`src/design/rpf_pkg.sv`:
```
// rpf_pkg: shared constants for the packet address filter.
// assumes a single 10 MHz system clock and header fields from the radio framer.
package rpf_pkg;

  // field widths
  localparam int unsigned RPF_CH_W = 7;
  localparam int unsigned RPF_TAG_W = 16;
  localparam int unsigned RPF_ADDR_W = 16;
  localparam int unsigned RPF_DATA_W = 8;
  localparam int unsigned RPF_CNT_W = 16;

  // destination value that always means every module in range
  localparam logic [15:0] RPF_GLOBAL_ADDR = 16'hFFFF;

  // reset values of status
  localparam logic [2:0] RPF_REASON_NONE = 3'h0;
  localparam logic [15:0] RPF_CNT_RESET = 16'h0000;

  // drop reason bit positions
  localparam int unsigned RPF_REASON_HOP = 0;
  localparam int unsigned RPF_REASON_TAG = 1;
  localparam int unsigned RPF_REASON_ADDR = 2;

  // timing
  localparam longint unsigned RPF_CLK_HZ = 10000000;
  localparam longint unsigned RPF_SYNC_TIME_MS = 35;
  localparam longint unsigned RPF_COLD_START_MS = 50;
  // longest times: round down, never below one cycle
  localparam int unsigned RPF_SYNC_CYCLES =
    int'((RPF_SYNC_TIME_MS * RPF_CLK_HZ) / 1000 > 0 ?
         (RPF_SYNC_TIME_MS * RPF_CLK_HZ) / 1000 : 1);
  localparam int unsigned RPF_COLD_START_CYCLES =
    int'((RPF_COLD_START_MS * RPF_CLK_HZ) / 1000 > 0 ?
         (RPF_COLD_START_MS * RPF_CLK_HZ) / 1000 : 1);
  localparam int unsigned RPF_TIMER_W = 20;

  // receive path states
  typedef enum logic [1:0] {
    RPF_IDLE,
    RPF_FORWARD,
    RPF_DISCARD
  } rpf_rx_state_e;

endpackage

```
`src/design/rpf_tx_classifier.sv`:
```
// rpf_tx_classifier: marks an outgoing packet global or local.
// assumes txStart is a one-cycle pulse on clk_sys.
`timescale 1ns/1ps
module rpf_tx_classifier import rpf_pkg::*; #(
  parameter int unsigned ADDR_W = RPF_ADDR_W
) (
  input wire logic clk_sys, // system clock
  input wire logic reset, // sync reset, active high
  input wire logic clkEn, // freezes state when low
  input wire logic txStart, // new outgoing packet
  input wire logic [ADDR_W-1:0] transmitterDestination, // packet destination
  input wire logic [ADDR_W-1:0] addressMask, // own mask
  output logic txIsGlobal, // packet goes to many modules
  output logic txIsLocal, // packet goes to one module
  output logic txClassValid // classification strobe
);

  logic globalNext;

  // all-ones destination always global, else masked compare
  always_comb begin
    globalNext = (transmitterDestination == ADDR_W'(RPF_GLOBAL_ADDR)) ||
                 ((transmitterDestination & addressMask) == addressMask);
  end

  always_ff @(posedge clk_sys) begin
    if (reset) begin
      txIsGlobal <= 1'b0;
      txIsLocal <= 1'b0;
      txClassValid <= 1'b0;
    end else if (clkEn) begin
      txClassValid <= txStart;
      if (txStart) begin
        txIsGlobal <= globalNext;
        txIsLocal <= !globalNext;
      end
    end
  end

endmodule // rpf_tx_classifier

```
`src/design/rpf_sync_timer.sv`:
```
// rpf_sync_timer: peer-to-peer sync and cold-start timing.
// assumes rxInitializer pulses when a peer's hop initializer is heard.
`timescale 1ns/1ps
module rpf_sync_timer import rpf_pkg::*; #(
  parameter int unsigned SYNC_CYCLES = RPF_SYNC_CYCLES,
  parameter int unsigned COLD_START_CYCLES = RPF_COLD_START_CYCLES,
  parameter int unsigned TIMER_W = RPF_TIMER_W
) (
  input wire logic clk_sys, // system clock
  input wire logic reset, // sync reset, active high
  input wire logic clkEn, // freezes state when low
  input wire logic rxInitializer, // peer hop pattern heard
  output logic syncLocked, // hop pattern held
  output logic masterRole, // own timing drives the pattern
  output logic txReady // transmit permitted
);

  logic [TIMER_W-1:0] elapsed_reg;

  // counts from cold start, stops once txReady and syncLocked are both set
  always_ff @(posedge clk_sys) begin
    if (reset) begin
      elapsed_reg <= '0;
    end else if (clkEn && !(txReady && syncLocked)) begin
      elapsed_reg <= elapsed_reg + TIMER_W'(1);
    end
  end

  // follow a peer if heard, else lead after the sync window
  always_ff @(posedge clk_sys) begin
    if (reset) begin
      syncLocked <= 1'b0;
      masterRole <= 1'b0;
    end else if (clkEn && !syncLocked) begin
      if (rxInitializer) begin
        syncLocked <= 1'b1;
        masterRole <= 1'b0;
      end else if (elapsed_reg >= TIMER_W'(SYNC_CYCLES - 1)) begin
        syncLocked <= 1'b1;
        masterRole <= 1'b1;
      end
    end
  end

  always_ff @(posedge clk_sys) begin
    if (reset) begin
      txReady <= 1'b0;
    end else if (clkEn && elapsed_reg >= TIMER_W'(COLD_START_CYCLES - 1)) begin
      txReady <= 1'b1;
    end
  end

endmodule // rpf_sync_timer

```
`src/design/rpf_address_filter.sv`:
```
// rpf_address_filter: receive filtering and transmit address classification.
// assumes header and payload strobes come from framer logic on clk_sys.
`timescale 1ns/1ps
module rpf_address_filter import rpf_pkg::*; #(
  parameter int unsigned CH_W = RPF_CH_W,
  parameter int unsigned TAG_W = RPF_TAG_W,
  parameter int unsigned ADDR_W = RPF_ADDR_W,
  parameter int unsigned DATA_W = RPF_DATA_W,
  parameter int unsigned CNT_W = RPF_CNT_W,
  parameter int unsigned SYNC_CYCLES = RPF_SYNC_CYCLES,
  parameter int unsigned COLD_START_CYCLES = RPF_COLD_START_CYCLES
) (
  input wire logic clk_sys, // system clock, 10 MHz
  input wire logic reset, // sync reset, active high
  input wire logic clkEn, // freezes all state when low
  // configuration
  input wire logic [CH_W-1:0] hoppingChannel, // own hop channel
  input wire logic [TAG_W-1:0] vendorNetworkTag, // own network tag
  input wire logic [ADDR_W-1:0] sourceAddress, // own address
  input wire logic [ADDR_W-1:0] addressMask, // own mask
  input wire logic [ADDR_W-1:0] transmitterDestination, // outgoing destination
  // transmit classification
  input wire logic txStart, // new outgoing packet
  output logic txIsGlobal, // outgoing packet is global
  output logic txIsLocal, // outgoing packet is local
  output logic txClassValid, // classification strobe
  // received header
  input wire logic rxHdrValid, // header strobe
  input wire logic [CH_W-1:0] rxHoppingChannel, // header channel
  input wire logic [TAG_W-1:0] rxVendorNetworkTag, // header tag
  input wire logic [ADDR_W-1:0] rxDestinationAddress, // header destination
  input wire logic rxAckRequested, // sender wants acknowledge
  input wire logic rxInitializer, // header carries hop initializer
  // received payload
  input wire logic rxDataValid, // payload byte strobe
  input wire logic [DATA_W-1:0] rxData, // payload byte
  input wire logic rxDataLast, // last payload byte
  // host output buffer
  output logic hostDataValid, // byte to host
  output logic [DATA_W-1:0] hostData, // byte value
  output logic hostDataLast, // last byte of packet
  // acknowledge and status
  output logic ackSend, // send acknowledge pulse
  output logic pktAccepted, // packet accepted pulse
  output logic pktDropped, // packet dropped pulse
  output logic pktWasGlobal, // last accepted was global
  output logic [2:0] dropReason, // failed checks of last drop
  output logic [CNT_W-1:0] acceptCount, // accepted packets
  output logic [CNT_W-1:0] dropCount, // dropped packets
  output logic rxBusy, // payload in progress
  // peer timing
  output logic syncLocked, // hop pattern held
  output logic masterRole, // module leads timing
  output logic txReady // transmit permitted
);

  rpf_rx_state_e state_reg;
  rpf_rx_state_e state_next;

  logic hopOk;
  logic tagOk;
  logic addrOk;
  logic maskedGlobal;
  logic maskedLocal;
  logic hdrPass;
  logic [ADDR_W-1:0] maskedDest;
  logic [ADDR_W-1:0] maskedSource;
  logic [2:0] failBits;
  logic hdrTaken;
  logic acceptNow;
  logic dropNow;
  logic ackWanted;
  logic byteTaken;
  logic byteForward;
  logic lastTaken;
  logic initHeard;

  // incoming destination under own mask
  always_comb begin
    maskedDest = rxDestinationAddress & addressMask;
  end

  // own address under the same mask
  always_comb begin
    maskedSource = sourceAddress & addressMask;
  end

  // channel layer
  always_comb begin
    hopOk = (rxHoppingChannel == hoppingChannel);
  end

  // network tag layer
  always_comb begin
    tagOk = (rxVendorNetworkTag == vendorNetworkTag);
  end

  // address layer: global or local match
  always_comb begin
    maskedGlobal = (maskedDest == addressMask);
  end

  always_comb begin
    maskedLocal = (maskedDest == maskedSource);
  end

  always_comb begin
    addrOk = maskedGlobal || maskedLocal;
  end

  // all three layers must pass
  always_comb begin
    hdrPass = hopOk && tagOk && addrOk;
  end

  // one bit for each failing layer
  always_comb begin
    failBits = 3'h0;
    failBits[RPF_REASON_HOP] = !hopOk;
    failBits[RPF_REASON_TAG] = !tagOk;
    failBits[RPF_REASON_ADDR] = !addrOk;
  end

  // a header is only taken between packets
  assign hdrTaken = rxHdrValid && (state_reg == RPF_IDLE);

  // verdict of the header taken this cycle
  assign acceptNow = hdrTaken && hdrPass;
  assign dropNow = hdrTaken && !hdrPass;

  // global packets never acknowledged
  assign ackWanted = acceptNow && rxAckRequested && !maskedGlobal;

  // bytes count only while a packet is open
  assign byteTaken = rxDataValid && (state_reg != RPF_IDLE);
  assign byteForward = rxDataValid && (state_reg == RPF_FORWARD);
  assign lastTaken = byteTaken && rxDataLast;

  // initializer counts only on our channel and network
  assign initHeard = rxHdrValid && rxInitializer && hopOk && tagOk;

  // a byte in the header cycle is ignored
  always_comb begin
    state_next = state_reg;
    case (state_reg)
      RPF_IDLE: begin
        if (rxHdrValid) begin
          state_next = hdrPass ? RPF_FORWARD : RPF_DISCARD;
        end
      end
      RPF_FORWARD: begin
        if (lastTaken) begin
          state_next = RPF_IDLE;
        end
      end
      RPF_DISCARD: begin
        if (lastTaken) begin
          state_next = RPF_IDLE;
        end
      end
      default: begin
        state_next = RPF_IDLE;
      end
    endcase
  end

  always_ff @(posedge clk_sys) begin
    if (reset) begin
      state_reg <= RPF_IDLE;
    end else if (clkEn) begin
      state_reg <= state_next;
    end
  end

  assign rxBusy = (state_reg != RPF_IDLE);

  // payload path to host buffer
  always_ff @(posedge clk_sys) begin
    if (reset) begin
      hostDataValid <= 1'b0;
    end else if (clkEn) begin
      hostDataValid <= byteForward;
    end
  end

  // byte value holds between bytes
  always_ff @(posedge clk_sys) begin
    if (reset) begin
      hostData <= '0;
    end else if (clkEn && byteForward) begin
      hostData <= rxData;
    end
  end

  // last flag travels with its byte
  always_ff @(posedge clk_sys) begin
    if (reset) begin
      hostDataLast <= 1'b0;
    end else if (clkEn) begin
      hostDataLast <= byteForward && rxDataLast;
    end
  end

  // verdict pulses
  always_ff @(posedge clk_sys) begin
    if (reset) begin
      pktAccepted <= 1'b0;
    end else if (clkEn) begin
      pktAccepted <= acceptNow;
    end
  end

  always_ff @(posedge clk_sys) begin
    if (reset) begin
      pktDropped <= 1'b0;
    end else if (clkEn) begin
      pktDropped <= dropNow;
    end
  end

  always_ff @(posedge clk_sys) begin
    if (reset) begin
      ackSend <= 1'b0;
    end else if (clkEn) begin
      ackSend <= ackWanted;
    end
  end

  // status kept from the last verdict
  always_ff @(posedge clk_sys) begin
    if (reset) begin
      pktWasGlobal <= 1'b0;
    end else if (clkEn && acceptNow) begin
      pktWasGlobal <= maskedGlobal;
    end
  end

  always_ff @(posedge clk_sys) begin
    if (reset) begin
      dropReason <= RPF_REASON_NONE;
    end else if (clkEn && dropNow) begin
      dropReason <= failBits;
    end
  end

  // counters wrap
  always_ff @(posedge clk_sys) begin
    if (reset) begin
      acceptCount <= CNT_W'(RPF_CNT_RESET);
    end else if (clkEn && acceptNow) begin
      acceptCount <= acceptCount + CNT_W'(1);
    end
  end

  always_ff @(posedge clk_sys) begin
    if (reset) begin
      dropCount <= CNT_W'(RPF_CNT_RESET);
    end else if (clkEn && dropNow) begin
      dropCount <= dropCount + CNT_W'(1);
    end
  end

  rpf_tx_classifier #(
    .ADDR_W(ADDR_W)
  ) u_tx_classifier (
    .clk_sys(clk_sys),
    .reset(reset),
    .clkEn(clkEn),
    .txStart(txStart),
    .transmitterDestination(transmitterDestination),
    .addressMask(addressMask),
    .txIsGlobal(txIsGlobal),
    .txIsLocal(txIsLocal),
    .txClassValid(txClassValid)
  );

  rpf_sync_timer #(
    .SYNC_CYCLES(SYNC_CYCLES),
    .COLD_START_CYCLES(COLD_START_CYCLES),
    .TIMER_W(RPF_TIMER_W)
  ) u_sync_timer (
    .clk_sys(clk_sys),
    .reset(reset),
    .clkEn(clkEn),
    .rxInitializer(initHeard),
    .syncLocked(syncLocked),
    .masterRole(masterRole),
    .txReady(txReady)
  );

endmodule // rpf_address_filter

```
`config.mk`:
```
export PLATFORM = sky130hd
export DESIGN_NAME = rpf_address_filter
export DESIGN_NICKNAME = d
export VERILOG_FILES = /design/src/design/rpf_pkg.sv /design/src/design/rpf_tx_classifier.sv /design/src/design/rpf_sync_timer.sv /design/src/design/rpf_address_filter.sv
export SDC_FILE = /design/constraint.sdc
export NUM_CORES = 1
export LEC_CHECK = 0
export ABC_AREA = 1
export BUFFER_PORTS_ARGS = -buffer_cell sky130_fd_sc_hd__buf_2
export CAP_MARGIN = 20
export CELL_PAD_IN_SITES_DETAIL_PLACEMENT = 0
export CELL_PAD_IN_SITES_GLOBAL_PLACEMENT = 1
export CORE_MARGIN = 3
export CORE_UTILIZATION = 30
export CTS_CLUSTER_SIZE = 20
export DETAILED_ROUTE_END_ITERATION = 16
export GPL_TIMING_DRIVEN = 1
export PLACE_DENSITY_LB_ADDON = 0.1
export SYNTH_ARGS = -nofsm -noshare
export SYNTH_HDL_FRONTEND = slang
export SYNTH_HIERARCHICAL = 1
export SYNTH_SLANG_ARGS = --single-unit
```
`constraint.sdc`:
```
create_clock -name clk_sys -period 1.5 [get_ports clk_sys]
set_input_delay 0.15 -clock clk_sys [delete_from_list [all_inputs] [get_ports clk_sys]]
set_output_delay 0.15 -clock clk_sys [all_outputs]
set_load 0.02 [all_outputs]
```
**Word-level counts from Yosys, hierarchy flattened**

Index checks and enable logic that the tools add are counted.

- Flip-flop bits (word level): 77
- Latch bits: 0
- RAM bits: 0
- ROM bits: 0
- Input bits: 127
- Output and inout port bits: 56
- Word-level logic and storage cells: 81
- Memories kept: 0

- Add/sub/neg operators: 3
- Multiply operators: 0
- Div/mod/pow operators: 0
- Order comparisons: 2
- Eq/ne operators: 10
- Shift-type cells: 0
- Muxes and demuxes: 7
- Bitwise operators: 3
- Reduce and logical (&&, ||, !) cells: 38

Operators by type and width:

| kind | count |
|---|---|
| == test 16 bit | 4 |
| AND 16 bit | 3 |
| >= comparator 20 x 19 -> 1 bit (second input constant) | 2 |
| adder 16 x 1 -> 16 bit (second input constant) | 2 |
| logical AND 1 bit | 21 |
| adder 20 x 1 -> 20 bit (second input constant) | 1 |
| == test 16 bit (second input constant) | 1 |
| logical NOT 1 bit | 8 |
| == test 7 bit | 1 |
| two-way mux 2 bit | 3 |
| case mux 2 bit (2 select lines) | 1 |
| AND reduction 2 bit | 2 |
| nonzero test 2 bit | 2 |
| two-way mux 1 bit | 3 |
| AND reduction 3 bit | 1 |
| == test 2 x 1 -> 1 bit (second input constant) | 1 |
| == test 2 bit (second input constant) | 1 |
| logical NOT 2 bit | 1 |
| logical OR 1 bit | 2 |
| != test 2 x 1 -> 1 bit (second input constant) | 1 |
| != test 2 bit (second input constant) | 1 |
| OR reduction 2 bit | 1 |

**Logic depth before layout (Yosys ltp)**

Gate-level depths: netlist of run 1.

- Depth after elaboration: 7
- Gate-level depth with buffers: 16

**Hierarchy**

The synthesis of run 1 kept the hierarchy.

Modules (own cells, without submodules):

| module | times used | cells an instance | area each (µm²) | seq. area each (µm²) |
|---|---|---|---|---|
| rpf_address_filter | 1 | 602 | 3519.6 | 1021.0 |
| rpf_sync_timer | 1 | 197 | 1338.8 | 460.4 |
| rpf_tx_classifier | 1 | 59 | 285.3 | 60.1 |

**Worst setup path before layout of run 1**

No wires, ideal clock.

- Kind: flip-flop to flip-flop
- From: reg acceptCount[0]
- To: reg acceptCount[12]
- Data arrival time: 1.556 ns
- Slack: -0.170 ns
- Cell stages (with the launch flop): 11
- Buffers on the path: 0
- Period minus slack after synthesis: 1.670 ns
- Cells stage by stage: dfxtp_1 ha_1 nand3_1 nor2_1 inv_1 nor3_1 nand2_1 inv_1 nand4_1 o21bai_1 nor2_1

- Word-level cells in the longest chain between the ends: 1

Ends and longest elaborated chain:

| what | line | text |
|---|---|---|
| start, declared | rpf_address_filter.sv:48 | `output logic [CNT_W-1:0] acceptCount,` |
| start signal, assigned | rpf_address_filter.sv:249 | `acceptCount <= CNT_W'(RPF_CNT_RESET);` |
| start signal, assigned | rpf_address_filter.sv:251 | `acceptCount <= acceptCount + CNT_W'(1);` |
| adder 16 x 1 -> 16 bit | rpf_address_filter.sv:251 |  |

No other way between the ends.
A chain may end at the register's enable or synchronous reset.

**Worst setup path after layout of run 1**

- From: reg state_reg[1]
- To: reg dropCount[1]

- Word-level cells in the longest chain between the ends: 4

Ends and longest elaborated chain:

| what | line | text |
|---|---|---|
| start, declared | rpf_address_filter.sv:57 | `rpf_rx_state_e state_reg;` |
| start signal, assigned | rpf_address_filter.sv:171 | `state_reg <= state_next;` |
| logical NOT 2 bit | rpf_address_filter.sv:125 | `assign hdrTaken = rxHdrValid && (state_reg == RPF_IDLE);` |
| logical AND 1 bit | rpf_address_filter.sv:125 |  |
| logical AND 1 bit | rpf_address_filter.sv:129 | `assign dropNow = hdrTaken && !hdrPass;` |
| logical AND 1 bit | rpf_address_filter.sv:258 | `end else if (clkEn && dropNow) begin` |
| end signal, assigned | rpf_address_filter.sv:257 | `dropCount <= CNT_W'(RPF_CNT_RESET);` |
| end signal, assigned | rpf_address_filter.sv:259 | `dropCount <= dropCount + CNT_W'(1);` |
| end, declared | rpf_address_filter.sv:49 | `output logic [CNT_W-1:0] dropCount,` |

No other way between the ends.

==> results of run 1 <==
==> placed cells by master (no fill, tap or decap), drive strengths merged, types with 10 or more instances in the layout <==
cell type and n:
dfxtp 77, inv 156, nand2 268, xor2 13, nor3 13, o21ai 14, a21oi 48, buf 251
xnor2 10, clkbuf 14, nand4 25, nor2 125, nand3 59
==> repair_timing <==
item | CTS | global route
pin swaps | 9 | 36
resized for setup | 16 | 92
cloned | 1 | 4
buffers inserted | 4 | 8
hold buffers | 0 | 0
endpoints found under the setup margin | 33 | 48
==> cell families (layout without fill, tap and decap cells) <==
kind of cell / Yosys count / count (layout) / synth area share [%]
and+or+nand+nor: 503 / 503 / 43.3
xor gates and xnor gates: 23 / 23 / 3.92
buffers and inverters: 172 / 428 / 13.0
adders and majority gates: 5 / 5 / 1.22
DFF: 77 / 77 / 30.0
AOI/OAI and AO/OA: 78 / 78 / 8.51
==> through the flow <==
step | cells | power, mW | utilization (%) | setup TNS [ns]
floorplan | 858 | 2.46 | - | 0
global placement | 1303 | 2.79 | 40.4 | -7.91
detailed placement | 1303 | 2.79 | 40.4 | -9.20
CTS | 1324 | 5.42 | 43.0 | -0.101
global route | 1334 | 5.65 | 45.8 | -2.45
finish | 1334 | 5.40 | 45.8 | -0.0566
==> power by group through the flow <==
stage	clock, mW	combinational, mW	sequential [mW]
2_1_floorplan	0	0.315	2.14
3_3_place_gp	0	0.664	2.12
4_1_cts	2.66	0.683	2.08
3_5_place_dp	0	0.666	2.12
6_report	2.55	0.762	2.08
5_1_grt	2.71	0.863	2.08
==> cell type report <==
| type | instances | area share, % |
|---|---|---|
| Clock buffer | 11 | 3.18 |
| Clock inverter | 5 | 1.39 |
| Inverter | 158 | 8.04 |
| Multi-Input combinational cell | 609 | 42.8 |
| Sequential cell | 77 | 20.4 |
| Tap cell | 220 | 3.60 |
| Timing Repair Buffer | 254 | 20.6 |
==> worst min-delay path, stage by stage <==
cell and delay [ns]:
buf_2 0.09, nand2_1 0.05, a21oi_1 0.05
==> path summary, 6_finish.rpt <==
| path | start | to | slack [ns] |
|---|---|---|---|
| setup / recovery | state_reg[1] | dropCount[1] | -0.03 |
| hold / removal | rxData[4] | hostData[4] | 0.05 |
| setup reg to reg | state_reg[1] | dropCount[1] | -0.03 |
| hold reg to reg | u_sync_timer/elapsed_reg[0] | u_sync_timer/elapsed_reg[0] | 0.45 |
==> per-layer routing <==
layer  vias to the layer above  wire length, µm  part of all wire [%]  track usage, %
met5                         -                0                     0               0
met4                         0              129                  0.81            3.82
met3                        10              804                   5.0            3.42
met2                       117             7720                    48            29.0
met1                      2525             7360                    46            21.1
li1                       3152                -                     -               -
==> flow_summary.json, run 1 <==
{
  "run_status": "finished with violations",
  "violations": "setup timing",
  "end_kind": "flip-flop",
  "crit_path_max_fanout": 6,
  "numClockSinks": 77,
  "power.share.switching_pct": 24.0,
  "netlist_area_mm2": 0.00514,
  "crit_buf_inv": 5,
  "cp.depth": 10,
  "start_util_pct": 30.8,
  "p_leak_nw": 3.91,
  "fin_crit_sh_pct": 102,
  "area_growth_pct": 48.6,
  "synth.most_common_cell": "nand2_1",
  "maxCapViolCount": 0,
  "largest_reg_flops": 20,
  "drtAntennaViolNets": 0,
  "p_comb_share_pct": 14.1,
  "synthArstFlopShare_pct": 0,
  "net-switching-power_mw": 1.30,
  "cts.path.max_buffers": 2,
  "startpoint_type": "flip-flop",
  "grt_pass1_wl_um": 25600,
  "grt_usage_pct": 16.7,
  "synth.distinct_cells": 41,
  "period_needed_ns": 1.53,
  "core.rowCount": 47,
  "power_frac_clock_pct": 47.3,
  "clk_latency_ns": 0.34,
  "grt_pass1_vias": 5518,
  "worstSetupPathType": "flip-flop to flip-flop",
  "synth_top_area_cell": "dfxtp_1",
  "critPathTopFamily": "buffers and inverters",
  "synth.top_cell.area_share_pct": 30.0,
  "crit_chain": "inv_2, ha_4, inv_4, nor3_4, buf_6, buf_6, nand2_8, buf_12, o21ai_0, nor2_1",
  "num_antenna_cells": 0,
  "path_clk_slew_ns": 0.06,
  "synthCells": 858,
  "synth_ff_type": "dfxtp_1",
  "postLayoutCellArea_mm2": 0.00764,
  "ff_latch_area_mm2": 0.00156,
  "portBuffers": 182,
  "netlist_top_cells_count": "nand2_1, inv_1, nor2_1",
  "ys_ff_latch": 77,
  "numCtsBuffers": 9,
  "drtIter0Drc": 216,
  "slew_headroom_pct": 63.7,
  "crit_required_ns": 1.74,
  "drt-vias-per-instance": 4.35,
  "rsz0062_at_grt": "true",
  "setup_viol": 3,
  "avgSynthCellArea_um2": 5.99,
  "worst-slew-pin-transition_ns": 0.543,
  "fillers": 1810,
  "power.internal_mw": 4.10,
  "drt_wl_total_um": 16000,
  "htree_levels": 3,
  "grt_antenna_before_repair": 0,
  "drt_first_pass_iters": 4,
  "place_congestion": 0.827,
  "hold_path_class": "primary input to flip-flop",
  "placed_area_mm2": 0.00674,
  "grt_max_degree": 29,
  "hold_depth": 3,
  "die_h_um": 137,
  "fmax_mhz": 655,
  "nets": 1241,
  "reg2regPathDepth": 10,
  "final_layout_size_suffix_gt1_share_pct": 34.6,
  "die_area_mm2": 0.0188,
  "core_mm2": 0.0167,
  "hold_ws_ns": 0.0509,
  "slowest_delay_ns": 0.32,
  "crit_top_cell": "buf_6",
  "synth-edff-count": 0,
  "grt.overflow.total": 0,
  "wl_per_cell_um": 12.0,
  "pre_cts_slack_ns": -0.298,
  "peakVddDrop_mv": 0.524,
  "cts_tree": "yes",
  "multi_input_area_mm2": 0.00327,
  "drv_slew": 0,
  "ios": 183,
  "finClkSkew_ns": 0.00677,
  "finalHoldViolCount": 0,
  "arrival_ns": 1.76,
  "drc_errors": 0,
  "slowest_stage": "dfxtp_2",
  "hpwl_um": 12300,
  "synth_nets": 990,
  "power_frac_seq_pct": 38.6,
  "die_w_um": 137,
  "cts_root_buf": "clkbuf_16",
  "vias": 5804,
  "netlist_top_cells_area": "dfxtp_1, nand2_1, inv_1",
  "fin_ws_ns": -0.0275,
  "yosysSeqAreaShare_pct": 30.0,
  "ys_warn_count": 6,
  "p_per_area_mw_per_mm2": 706
}
Power figures use the tool's default switching activity.
==> run 2, diff against run 1 <==
--- a/config.mk
+++ b/config.mk
@@ -12,6 +12,7 @@
 export CELL_PAD_IN_SITES_GLOBAL_PLACEMENT = 1
 export CORE_MARGIN = 3
 export CORE_UTILIZATION = 30
+export CTS_BUF_LIST = sky130_fd_sc_hd__clkbuf_16
 export CTS_CLUSTER_SIZE = 20
 export DETAILED_ROUTE_END_ITERATION = 16
 export GPL_TIMING_DRIVEN = 1
==> run 2 against run 1 <==
Compared with the run above:
- sequential power about the same
- die area unchanged
- the run still ends with setup timing left
- via count about the same
- register-to-register slack about the same
- count of clock-buffer cells in the layout down 2
- critical endpoint unchanged
==> flow_summary.json, run 2 (synthesized netlist as in run 1, its figures left out) <==
{
  "run_status": "finished with violations",
  "violations": "setup timing",
  "r2r_setup_slack_ns": -0.03,
  "drt-vias-per-instance": 4.35,
  "drc_errors": 0,
  "p_comb_share_pct": 14.3,
  "placed_area_mm2": 0.00674,
  "grt_max_degree": 29,
  "rsz0062_at_grt": "true",
  "cts_tree": "yes",
  "htree_levels": 3,
  "hold_depth": 3,
  "wl_per_cell_um": 12.0,
  "startpoint_type": "flip-flop",
  "core.rowCount": 47,
  "ios": 183,
  "vias": 5805,
  "p_per_area_mw_per_mm2": 699,
  "peakVddDrop_mv": 0.525,
  "finClkSkew_ns": 0.00666,
  "grt_usage_pct": 16.7,
  "pre_cts_slack_ns": -0.298,
  "net-switching-power_mw": 1.30,
  "fmax_mhz": 654,
  "portBuffers": 182,
  "fin_crit_sh_pct": 102,
  "die_area_mm2": 0.0188,
  "clk_latency_ns": 0.34,
  "power_frac_seq_pct": 39.0,
  "num_antenna_cells": 0,
  "power_frac_clock_pct": 46.7,
  "worst_r2r_endpoint": "dropCount[1]",
  "final_common_cell": "nand2_1",
  "die_h_um": 137,
  "crit_required_ns": 1.74,
  "final_cells": 1334,
  "largest_reg_flops": 20,
  "drv_slew": 0,
  "drtIter0Drc": 220,
  "area_growth_pct": 48.5,
  "power.share.switching_pct": 24.3,
  "finalHoldViolCount": 0,
  "postLayoutCellArea_mm2": 0.00764,
  "drtAntennaViolNets": 0,
  "drt_first_pass_iters": 4,
  "core_mm2": 0.0167,
  "hold_path_end": "hostData[4]",
  "path_clk_slew_ns": 0.06,
  "grt_pass1_wl_um": 25600,
  "place_congestion": 0.827,
  "numClockSinks": 77,
  "cts_root_buf": "clkbuf_16",
  "p_leak_nw": 3.91,
  "hold_path_startpoint": "rxData[4]",
  "maxCapViolCount": 0,
  "worst-slew-pin-transition_ns": 0.543,
  "crit_path_max_fanout": 6,
  "cts.path.max_buffers": 2,
  "grt.overflow.total": 0,
  "fin_ws_ns": -0.0280,
  "reg2reg_from": "state_reg[1]",
  "numCtsBuffers": 9,
  "reg2regPathDepth": 10,
  "grt_antenna_before_repair": 0,
  "final_layout_size_suffix_gt1_share_pct": 34.6,
  "hold_path_class": "primary input to flip-flop",
  "dp.cells": 1303,
  "arrival_ns": 1.77,
  "hpwl_um": 12300,
  "fillers": 1817,
  "p_total_mw": 5.34,
  "drt_wl_total_um": 16000,
  "period_needed_ns": 1.53,
  "final_cell_mix": "nand2_1, buf_2, inv_1, nor2_1, dfxtp_1",
  "slew_headroom_pct": 63.8,
  "end_kind": "flip-flop",
  "die_w_um": 137,
  "setup_viol": 3,
  "worstSetupPathType": "flip-flop to flip-flop",
  "grt_pass1_vias": 5518,
  "start_util_pct": 30.8,
  "nets": 1241,
  "power.internal_mw": 4.04
}
run 2: changes by cell type in the layout (fill, tap and decap cells not counted):
cell | previous run | this run
clkinv_1 | 1 | 2
inv_1 | 145 | 146
nand2_1 | 241 | 240
clkbuf_1 | 1 | 0
clkbuf_8 | 1 | 0
nand2_2 | 18 | 19
run 2: worst max-delay path by stage:
stage / startpoint / endpoint / slack, ns / cells after the start
2_1_floorplan: dropCount[0] / dropCount[8] / 0.0001 / 8
3_3_place_gp: vendorNetworkTag[1] / u_sync_timer/syncLocked / -0.26 / 16
3_5_place_dp: vendorNetworkTag[1] / u_sync_timer/masterRole / -0.30 / 16
4_1_cts: acceptCount[1] / acceptCount[12] / -0.05 / 10
5_1_grt: acceptCount[0] / acceptCount[12] / -0.15 / 10
6_report: state_reg[1] / dropCount[1] / -0.03 / 10
run 2: timing repair:
item,in CTS,in global routing
gates cloned,1,4
resized for setup,16,93
setup endpoints to repair,33,48
setup buffers,4,8
hold buffers,0,0
pin swaps,9,44
run 2: worst max-delay path: stages, from the launching register on:
cell and delay (ns):
dfxtp_2 0.32, inv_2 0.07, ha_4 0.16, inv_4 0.04, nor3_4 0.12, buf_6 0.17
buf_6 0.12, nand2_8 0.07, buf_12 0.15, o21ai_0 0.15, nor2_1 0.05
run 2: routing by layer:
metal | global-route usage (%) | wire (µm)
met1 | 21.1 | 7360
met2 | 29.0 | 7750
met3 | 3.42 | 809
met4 | 3.82 | 124
met5 | 0 | 0
run 2: per-stage QoR:
stage | utilization, % | TNS (ns) | hold slack [ns]
finish | 45.7 | -0.0576 | 0.0506
global route | 45.7 | -2.46 | 0.0514
CTS | 42.9 | -0.101 | 0.0335
detailed placement | 40.4 | -9.20 | 0.407
global placement | 40.4 | -7.91 | 0.405
floorplan | - | 0 | 0.212
run 2: layout make-up:
cell class	instances	area, µm²	share of cell area, %
Clock inverter	7	114	1.49
Timing Repair Buffer	254	1580	20.6
Tap cell	220	275	3.60
Multi-Input combinational cell	609	3270	42.8
Clock buffer	9	225	2.95
Sequential cell	77	1560	20.4
Inverter	158	614	8.05
run 2: power by group through the flow:
stage | Clock, mW | Sequential, mW | Combinational (mW)
6_report | 2.49 | 2.08 | 0.762
5_1_grt | 2.65 | 2.08 | 0.863
3_3_place_gp | 0 | 2.12 | 0.664
4_1_cts | 2.60 | 2.08 | 0.683
3_5_place_dp | 0 | 2.12 | 0.666
2_1_floorplan | 0 | 2.14 | 0.315
==> run 3, diff against run 2 <==
--- a/config.mk
+++ b/config.mk
@@ -10,13 +10,13 @@
 export CAP_MARGIN = 20
 export CELL_PAD_IN_SITES_DETAIL_PLACEMENT = 0
 export CELL_PAD_IN_SITES_GLOBAL_PLACEMENT = 1
-export CORE_MARGIN = 3
+export CORE_MARGIN = 5
 export CORE_UTILIZATION = 30
 export CTS_BUF_LIST = sky130_fd_sc_hd__clkbuf_16
 export CTS_CLUSTER_SIZE = 20
 export DETAILED_ROUTE_END_ITERATION = 16
 export GPL_TIMING_DRIVEN = 1
-export PLACE_DENSITY_LB_ADDON = 0.1
+export PLACE_DENSITY_LB_ADDON = 0.08
 export SYNTH_ARGS = -nofsm -noshare
 export SYNTH_HDL_FRONTEND = slang
 export SYNTH_HIERARCHICAL = 1
==> constraint.sdc (replaced) <==
create_clock -name clk_sys -period 1.5 [get_ports clk_sys]
set_input_delay 0.15 -clock clk_sys [delete_from_list [all_inputs] [get_ports clk_sys]]
set_output_delay 0.15 -clock clk_sys [all_outputs]
set_load 0.005 [all_outputs]
==> run 3 against run 2 <==
Compared with the run above:
- the run still ends with setup timing left
- sequential power about the same
- non-clock buffer count decreased by 9
- global-route usage decreased by 1.1 points
- utilization decreased by 2.0 points
- register-to-register slack better by 0.02 ns
- count of clock-buffer cells in the layout did not move
- critical path type unchanged
==> flow_summary.json, run 3 (synthesized netlist as in run 1, its figures left out) <==
{
  "run_status": "finished with violations",
  "violations": "setup timing",
  "final_cell_mix": "nand2_1, buf_2, inv_1, nor2_1, dfxtp_1",
  "core.rowCount": 47,
  "drtAntennaViolNets": 0,
  "core_mm2": 0.0167,
  "net-switching-power_mw": 1.29,
  "p_per_area_mw_per_mm2": 658,
  "highest_layer": "met4",
  "final_util_pct": 43.7,
  "slowest_stage": "dfxtp_2",
  "maxCapViolCount": 0,
  "m1WireLength_um": 7130,
  "cp-startpoint": "state_reg[1]",
  "worstSetupPathType": "flip-flop to flip-flop",
  "die_h_um": 141,
  "rsz0062_at_grt": "true",
  "numClockSinks": 77,
  "ios": 183,
  "drt-vias-per-instance": 4.36,
  "power_frac_clock_pct": 42.5,
  "multi_input_area_mm2": 0.00313,
  "hold_path_class": "primary input to flip-flop",
  "slew_headroom_pct": 65.3,
  "hold_path_startpoint": "rxData[3]",
  "p_comb_share_pct": 14.1,
  "drv_slew": 0,
  "slowest_delay_ns": 0.32,
  "hold_path_end": "hostData[3]",
  "hold_depth": 3,
  "num_antenna_cells": 0,
  "p_leak_nw": 3.75,
  "wl_per_cell_um": 11.9,
  "peakVddDrop_mv": 0.529,
  "grt_pass1_vias": 5392,
  "place_congestion": 0.810,
  "numCtsBuffers": 9,
  "grt.overflow.total": 0,
  "postLayoutCellArea_mm2": 0.00730,
  "portBuffers": 182,
  "reg2regPathDepth": 10,
  "end_kind": "flip-flop",
  "cts_tree": "yes",
  "r2r_setup_slack_ns": -0.01,
  "largest_reg_flops": 20,
  "grt_antenna_before_repair": 0,
  "nets": 1232,
  "ff_latch_area_mm2": 0.00155,
  "drt_first_pass_iters": 4,
  "final_layout_size_suffix_gt1_share_pct": 31.9,
  "drt_wl_total_um": 15700,
  "die_area_mm2": 0.0199,
  "power.share.switching_pct": 26.9,
  "vias": 5779,
  "fmax_mhz": 662,
  "p_total_mw": 4.80,
  "power.internal_mw": 3.51,
  "final_common_cell": "nand2_1",
  "drtIter0Drc": 182,
  "grt_usage_pct": 15.6,
  "setup_tns_ns": -0.0191,
  "fin_crit_sh_pct": 101,
  "placed_area_mm2": 0.00674,
  "clk_latency_ns": 0.34,
  "crit_chain": "inv_2, ha_4, inv_2, nor3_4, buf_6, inv_4, nor2_4, buf_6, nand2_2, a21oi_2",
  "period_needed_ns": 1.51,
  "crit_required_ns": 1.78,
  "wl_met2_um": 7530,
  "fin_ws_ns": -0.0103,
  "cts.path.max_buffers": 2,
  "arrival_ns": 1.79,
  "crit_path_max_fanout": 6,
  "grt_pass1_wl_um": 25600,
  "dr_wl_met3_um": 853,
  "finClkSkew_ns": 0.00508,
  "power_frac_seq_pct": 43.4,
  "fillers": 1834,
  "grt_max_degree": 28,
  "dp.cells": 1303,
  "reg2reg_from": "state_reg[1]",
  "area_growth_pct": 41.8,
  "final_cells": 1325,
  "worst_r2r_endpoint": "ackSend",
  "die_w_um": 141,
  "finalHoldViolCount": 0,
  "htree_levels": 3,
  "worst-slew-pin-transition_ns": 0.521,
  "cts_root_buf": "clkbuf_16",
  "drc_errors": 0,
  "hpwl_um": 12600,
  "start_util_pct": 30.8,
  "startpoint_type": "flip-flop",
  "setup_viol": 2,
  "path_clk_slew_ns": 0.06
}
==> run 3: changes by cell type in the layout (fill, tap and decap cells not counted), sizes merged <==
cell      before  now
clkinv         3    5
clkbuf        12    9
buf          251  245
bufinv         3    0
clkinvlp       2    3
==> run 3: layout make-up <==
class	count	area share, %
tap	220	3.77
inverter	158	8.27
clock inverter	7	0.686
sequential	77	21.3
clock buffer	9	3.09
multi-input combinational	609	42.9
timing repair buffer	245	20.0
==> run 3: worst max-delay path: cells and delay by family (launching register included) <==
family,cells,cell delay (ns)
buf+inv,5,0.45
flops,1,0.32
compound gates,1,0.12
fa+ha+maj,1,0.14
simple gates,3,0.41
==> run 3: timing repair <==
item	in CTS	in global routing
endpoints found under the hold margin	0	0
setup endpoints to repair	36	45
resized for setup	20	55
gates cloned	0	0
pin swaps	16	25
setup buffers	5	1
hold buffers	0	0
==> run 3: power by group through the flow <==
stage / clock (mW) / combinational [mW] / sequential [mW]
after CTS: 2.14 / 0.670 / 2.08
final: 2.04 / 0.677 / 2.08
after floorplan: 0 / 0.308 / 2.13
after global placement: 0 / 0.660 / 2.13
after detailed placement: 0 / 0.661 / 2.13
after global routing: 2.21 / 0.771 / 2.09
==> run 3: through the flow <==
step / hold slack [ns] / setup slack [ns]
finish: 0.0500 / -0.0103
global route: 0.0456 / -0.133
CTS: 0.0315 / -0.0698
detailed placement: 0.408 / -0.275
global placement: 0.408 / -0.244
floorplan: 0.212 / 0.00575
==> run 3: worst max-delay path by stage <==
stage | end | slack [ns] | cells after the start
global placement | u_sync_timer/syncLocked | -0.24 | 16
detailed placement | u_sync_timer/syncLocked | -0.27 | 16
CTS | acceptCount[12] | -0.07 | 10
global route | acceptCount[12] | -0.13 | 10
floorplan | u_sync_timer/syncLocked | 0.006 | 15
finish | ackSend | -0.01 | 10
==> run 3: metal layers <==
| metal | up-vias | global-route usage (%) |
|---|---|---|
| met1 | 2505 | 19.2 |
| met3 | 17 | 4.10 |
| met2 | 113 | 27.0 |
| li1 | 3144 | - |
| met5 | - | 0 |
| met4 | 0 | 4.18 |
